`config.mk`:
```
export PLATFORM = sky130hd
export DESIGN_NAME = wbc_top
export DESIGN_NICKNAME = d
export VERILOG_FILES = /design/src/hw/wbc_pkg.sv /design/src/hw/wbc_decode.sv /design/src/hw/wbc_top.sv
export SDC_FILE = /design/constraint.sdc
export NUM_CORES = 1
export LEC_CHECK = 0
export CAP_MARGIN = 20
export CORE_UTILIZATION = 40
export DETAILED_ROUTE_END_ITERATION = 10
export DONT_BUFFER_PORTS = 1
export PLACE_DENSITY_LB_ADDON = 0.15
export SYNTH_ARGS = -nofsm -noshare
export SYNTH_HDL_FRONTEND = slang
export SYNTH_SLANG_ARGS = --single-unit
```
`constraint.sdc`:
```
create_clock -name clk -period 6.6 [get_ports clk]
set_input_delay 1.98 -clock clk [delete_from_list [all_inputs] [get_ports clk]]
set_output_delay 1.98 -clock clk [all_outputs]
set_load 0.005 [all_outputs]
```
`src/hw/wbc_pkg.sv`:
```
package wbc_pkg;

	// Avalon register byte addresses
	localparam logic [3:0] ADDR_CFG      = 4'h0;
	localparam logic [3:0] ADDR_CTRL     = 4'h4;
	localparam logic [3:0] ADDR_STATUS   = 4'h8;
	localparam logic [3:0] ADDR_IRQ_STAT = 4'hc;
	localparam logic [3:0] ADDR_IRQ_MASK = 4'h0;

	// Configuration word field positions
	localparam int WINSZ_LSB       = 24;
	localparam int FEN_BIT         = 23;
	localparam int WIN_DISABLE_BIT = 22;
	localparam int PS_LSB          = 16;
	localparam int PS_W            = 5;

	// Control register bits
	localparam int CTRL_ON_BIT  = 0;
	localparam int CTRL_CLR_BIT = 1;
	// Key bit of a mask write through the configuration word address
	localparam int MASK_WR_BIT  = 31;

	// Interrupt status bits
	localparam int IRQ_EARLY_BIT = 0;
	localparam int IRQ_TMO_BIT   = 1;
	localparam int IRQ_W         = 2;

	localparam logic [4:0]  PS_MAX_CODE  = 5'h14;
	localparam logic [31:0] CFG_DEFAULT  = 32'hffff_ffff;
	localparam logic [1:0]  IRQ_RESET    = 2'h0;
	localparam logic        STALL_RESET  = 1'h1;

	// Window size codes
	localparam logic [1:0] WIN_25  = 2'h3;
	localparam logic [1:0] WIN_375 = 2'h2;
	localparam logic [1:0] WIN_50  = 2'h1;
	localparam logic [1:0] WIN_75  = 2'h0;

endpackage : wbc_pkg

```
`src/hw/wbc_decode.sv`:
```
`timescale 1ns/1ps
`default_nettype none
module wbc_decode (
	// Configuration word
	input  wire logic [31:0] cfg_word,
	// Decoded fields
	output logic [4:0]  ps_code,
	output logic        win_enable,
	output logic        forced_on,
	output logic [1:0]  win_size
);
	logic [4:0] raw_ps;

	always_comb begin
		raw_ps     = cfg_word[wbc_pkg::PS_LSB +: wbc_pkg::PS_W];
		ps_code    = (raw_ps > wbc_pkg::PS_MAX_CODE) ? wbc_pkg::PS_MAX_CODE : raw_ps;
		win_enable = ~cfg_word[wbc_pkg::WIN_DISABLE_BIT];
		forced_on  = cfg_word[wbc_pkg::FEN_BIT];
		win_size   = cfg_word[wbc_pkg::WINSZ_LSB +: 2];
	end
endmodule : wbc_decode
`default_nettype wire

```
`src/hw/wbc_top.sv`:
```
`timescale 1ns/1ps
`default_nettype none
module wbc_top #(
	parameter int PRE_W = 4
) (
	// Clock and reset
	input  wire logic        clk,
	input  wire logic        resetn,
	// Boot configuration word, sampled after reset
	input  wire logic [31:0] boot_config_word_one,
	// Avalon-MM slave
	input  wire logic [3:0]  avs_address,
	input  wire logic        avs_read,
	input  wire logic        avs_write,
	input  wire logic [31:0] avs_writedata,
	output logic [31:0]      avs_readdata,
	output logic             avs_waitrequest,
	// Watchdog results
	output logic             wd_reset_req,
	output logic             irq
);
	logic [4:0] ps_code;
	logic       win_enable;
	logic       forced_on;
	logic [1:0] win_size;

	localparam int IRQ_W_L = wbc_pkg::IRQ_W;

	typedef struct packed {
		logic        loaded;
		logic [31:0] cfg;
		logic        sw_on;
		logic [PRE_W-1:0] pre;
		logic [20:0] cnt;
		logic [IRQ_W_L-1:0] ists;
		logic [IRQ_W_L-1:0] imask;
		logic        rst_req;
		logic        irq;
		logic        stall;
		logic [31:0] rdata;
	} wbc_state_s;

	wbc_state_s st_r;
	wbc_state_s st_nxt;

	// Decoding kept apart so the same field map feeds status reads
	wbc_decode u_dec (
		.cfg_word   (st_r.cfg),
		.ps_code    (ps_code),
		.win_enable (win_enable),
		.forced_on  (forced_on),
		.win_size   (win_size)
	);

	logic        running;
	logic [20:0] period;
	logic [20:0] open_at;
	logic        wr_acc;
	logic        rd_acc;
	logic        clr_req;
	logic        early;
	logic        timeout;
	logic [IRQ_W_L-1:0] ev;
	logic [31:0] status_word;

	always_comb begin
		running = st_r.loaded & (forced_on | st_r.sw_on);
		period  = 21'(21'h1 << ps_code);
		// Window opens once the closed share of the period has elapsed
		case (win_size)
			wbc_pkg::WIN_25:  open_at = 21'(period - (period >> 2));
			wbc_pkg::WIN_375: open_at = 21'(period - (period >> 2) - (period >> 3));
			wbc_pkg::WIN_50:  open_at = 21'(period >> 1);
			wbc_pkg::WIN_75:  open_at = 21'(period >> 2);
			default:          open_at = 21'h0;
		endcase
	end

	always_comb begin
		st_nxt = st_r;
		// Writes land on the edge that sees waitrequest low; reads fetch one edge earlier
		wr_acc = avs_write & ~st_r.stall;
		rd_acc = avs_read & st_r.stall;
		clr_req = wr_acc && avs_address == wbc_pkg::ADDR_CTRL
			&& avs_writedata[wbc_pkg::CTRL_CLR_BIT];
		early   = 1'b0;
		timeout = 1'b0;
		ev      = '0;
		status_word = {25'h0, win_size, ps_code == wbc_pkg::PS_MAX_CODE,
			win_enable, forced_on, running, st_r.rst_req};

		// Strap the configuration word once after reset release
		if (!st_r.loaded) begin
			st_nxt.cfg    = boot_config_word_one;
			st_nxt.loaded = 1'b1;
		end

		// Software may switch on or off in any mode; forced mode ignores off
		if (wr_acc && avs_address == wbc_pkg::ADDR_CTRL) begin
			st_nxt.sw_on = avs_writedata[wbc_pkg::CTRL_ON_BIT];
		end

		if (running) begin
			st_nxt.pre = st_r.pre + 1'b1;
			if (clr_req) begin
				if (win_enable && st_r.cnt < open_at) begin
					early = 1'b1;
				end
				st_nxt.cnt = '0;
				st_nxt.pre = '0;
			end else if (&st_r.pre) begin
				if (st_r.cnt >= 21'(period - 21'h1)) begin
					timeout    = 1'b1;
					st_nxt.cnt = '0;
				end else begin
					st_nxt.cnt = st_r.cnt + 21'h1;
				end
			end
		end else begin
			st_nxt.cnt = '0;
			st_nxt.pre = '0;
		end

		if (early || timeout) begin
			st_nxt.rst_req = 1'b1;
		end

		ev[wbc_pkg::IRQ_EARLY_BIT] = early;
		ev[wbc_pkg::IRQ_TMO_BIT]   = timeout;
		if (wr_acc && avs_address == wbc_pkg::ADDR_IRQ_STAT) begin
			st_nxt.ists = st_r.ists & ~avs_writedata[IRQ_W_L-1:0];
		end
		// Set wins over a same-cycle clear
		st_nxt.ists = st_nxt.ists | ev;
		// Mask shares the read-only word's address, keyed by the top data bit
		if (wr_acc && avs_address == wbc_pkg::ADDR_IRQ_MASK
			&& avs_writedata[wbc_pkg::MASK_WR_BIT]) begin
			st_nxt.imask = avs_writedata[IRQ_W_L-1:0];
		end
		st_nxt.irq = |(st_nxt.ists & st_nxt.imask);

		// Waitrequest drops for one cycle, the cycle after a request is first seen
		st_nxt.stall = ~((avs_read | avs_write) & st_r.stall);
		if (rd_acc) begin
			case (avs_address)
				wbc_pkg::ADDR_CFG:      st_nxt.rdata = st_r.cfg;
				wbc_pkg::ADDR_CTRL:     st_nxt.rdata = {31'h0, st_r.sw_on};
				wbc_pkg::ADDR_STATUS:   st_nxt.rdata = status_word;
				wbc_pkg::ADDR_IRQ_STAT: st_nxt.rdata = {30'h0, st_r.ists};
				default:                st_nxt.rdata = 32'h0;
			endcase
		end
	end

	always_ff @(posedge clk) begin
		if (!resetn) begin
			st_r         <= '0;
			st_r.cfg     <= wbc_pkg::CFG_DEFAULT;
			st_r.ists    <= wbc_pkg::IRQ_RESET;
			st_r.imask   <= wbc_pkg::IRQ_RESET;
			st_r.stall   <= wbc_pkg::STALL_RESET;
		end else begin
			st_r <= st_nxt;
		end
	end

	always_comb begin
		avs_readdata    = st_r.rdata;
		avs_waitrequest = st_r.stall;
		wd_reset_req    = st_r.rst_req;
		irq             = st_r.irq;
	end
endmodule : wbc_top
`default_nettype wire

```
==> flow_summary_export.csv <==
group,metric,value,unit
power,power.density,183,nW/um2
routing,drt-vias-per-instance,5.37,
sta,setup_ws,0.416,ns
grt,antenna_found_initial,0,
cts,cts-htree-levels,3,
sta,period_minus_slack,6.18,ns
cts,cts_buffers,9,
layout,nFillCells,2030,
synth,synth_area_leader_cell,"dfxtp_1",
power,power,1.58,mW
grt,grt_pass1_wl,32.7,mm
floorplan,start_util,40.8,%
power,vdd_drop_max,164,uV
worst_setup_path,crit_slowest_cell,"or4_1",
cts,clock_latency,0.35,ns
worst_setup_path,critPathMaxFanout,6,
routing,dr.first_iter.drc_count,295,
layout,final_area,8660,um2
sta,finalClockSkew,0.0133,ns
synth,yosys_register_bits,98,
floorplan,die_x,143,um
place,dpl.hpwl,15.7,mm
synth,ys_warn_count,0,
cts,clock-sinks,98,
sta,finalSetupTns,0,ns
floorplan,core_area,19400,um2
worst_setup_path,critical_path.max_stage_delay,0.54,ns
place,port_buffers,0,
sta,relSlewSlack,30.1,%
cts,cts_max_path_buffers,2,
sta,period_share,93.7,%
synth,syn-num-nets,1132,
routing,drc,0,
layout,antenna_cells,0,
power,p_leak,3.96,nW
synth,syn-instance-count,977,
layout,layout-drive-gt1-share,13.9,%
synth,synth_top_cell_area_share,24.8,%
synth,synth_edf_count,0,
synth,synthTopCellsByArea,"dfxtp_1 (25%), ha_1 (13%), mux2i_1 (5.6%), nor2_1 (5.3%), nand2_1 (4.8%)",
cts,cts_tree,"done",
floorplan,rows,51,
routing,vias,6709,
sta,setup_viol,0,
sta,max_freq,162,MHz
floorplan,die_h,143,um
sta,finalMaxSlewViolations,0,
layout,ff_latch_area,1970,um2
routing,drt_pass1_iterations,4,
place,pre_cts_slack,0.149,ns
layout,syn_to_final_growth,9.36,%
synth,synth_cell_types,85,
synth,syn_area_per_cell,8.10,um2
place,dpl_cell_area,8310,um2
cts,ctsHoldBuffers,0,
min_path,hp-class,"register to register",
worst_setup_path,critPathLaunchType,"register",
cts,clkSlewWorstSetupHoldPaths,0.07,ns
sta,worst_slew_pin_slew,1.05,ns
sta,rsz0062_at_grt,"no",
synth,synth_area,7920,um2
routing,routed_wl,20.2,mm
layout,nNetsFinal,1135,
synth,synth_ff_type,"dfxtp_1",
place,place.gp.congestion,0.879,
job,max_cap_viol_count,0,
layout,multi_input_area,5410,um2
worst_setup_path,crit_required,6.85,ns
sta,hold_violations,0,
worst_setup_path,cp-end-kind,"register",
grt,grt_overflow,0,
routing,ant_nets,0,
worst_setup_path,crit_type,"register to register",
grt,gr-usage-all-layers,20.4,%
grt,grt_max_degree,56,
floorplan,num_io_pins,107,
layout,layout.cells.non_filler,1250,
place,post-place-cells,1233,
worst_setup_path,cp.arrival,6.44,ns
outcome,status,"finished clean",
routing,routedWlPerCell,16.2,um
floorplan,dieArea,20400,um2
synth,ys_async_sr_fraction,0,%
worst_setup_path,crit_top_cell,"a21o_1",
synth,ys_seq_area_share,24.8,%
grt,grt_pass1_vias,6357,
cts,cts-root-buf,"clkbuf_16",
[cells in the mapped netlist, drive strengths merged (11+ instances only)]
master and number:
nor2 112, nand2 101, dfxtp 98, ha 81, a21oi 62, buf 45
mux2i 44, o21ai 38, inv 34, nand3 34, a21o 32, clkbuf 32
a22oi 26, xor2 26, xnor2 22, nor3 20, and3 19, nor2b 12
o21a 12, a211oi 11
[cell families after synthesis]
kind of cell	share of synthesized area (%)
mux	7.13
simple gates	20.6
buf+inv	7.45
xor+xnor	5.31
compound gates	21.4
flops	24.8
fa+ha+maj	13.3
[critical path, delay by kind of cell, from the launching register on]
family | cells | cell delay, ns
AOI/OAI and AO/OA | 14 | 2.74
and+or+nand+nor | 8 | 1.53
adders and majority gates | 3 | 0.79
DFF | 1 | 0.50
buffers and inverters | 3 | 0.32
xor gates and xnor gates | 1 | 0.19
[final cells by class]
| cell class | count | share of cell area [%] |
|---|---|---|
| Tap cell | 265 | 3.83 |
| Clock buffer | 11 | 2.92 |
| Multi-Input combinational cell | 766 | 62.5 |
| Inverter | 36 | 1.56 |
| Timing Repair Buffer | 69 | 5.98 |
| Sequential cell | 98 | 22.7 |
| Clock inverter | 5 | 0.491 |
[what timing repair did]
action,in CTS,in global routing
endpoints found under the setup margin,0,3
setup buffers,0,1
gates resized for setup,0,12
[layout by cell type, fill, tap and decap left out, drive strengths merged, types with 32 or more instances in the layout]
cell   synthesis  routed
o21ai         38      38
buf           45      69
nor2         112     112
a21o          32      32
a21oi         62      62
nand2        101     101
ha            81      81
inv           34      37
nand3         34      34
mux2i         44      44
dfxtp         98      98
[worst paths after layout]
path,start,end,slack [ns],depth (start not counted)
hold reg to reg,st_r[60],st_r[60],0.45,1
hold / removal,st_r[60],st_r[60],0.45,1
setup / recovery,st_r[85],irq,0.42,29
setup reg to reg,st_r[85],irq,0.42,29
[layer usage]
metal	GRT usage [%]	share of wire (%)
met2	34.4	46
met5	0	0
met4	3.40	0.53
met1	26.9	48
met3	4.49	4.9
[metrics by stage]
step	hold WS (ns)	util, %
detailed placement	0.438	42.8
global route	0.487	44.6
global placement	0.434	42.8
finish	0.448	44.6
floorplan	0.418	-
CTS	0.456	44.3
[registers in the layout, summed over array words and instances (netlist names)]
| register | flops |
|---|---|
| wd_reset_req | 1 |
| avs_readdata | 32 |
| st_r | 63 |
| irq | 1 |
| avs_waitrequest | 1 |
[report_power, final]
group	total (mW)	switching (mW)	internal, mW
Sequential	0.622	0.0144	0.607
Clock	0.525	0.243	0.282
Combinational	0.437	0.236	0.201
Total	1.58	0.493	1.09
(Power assumes the default switching activity.)
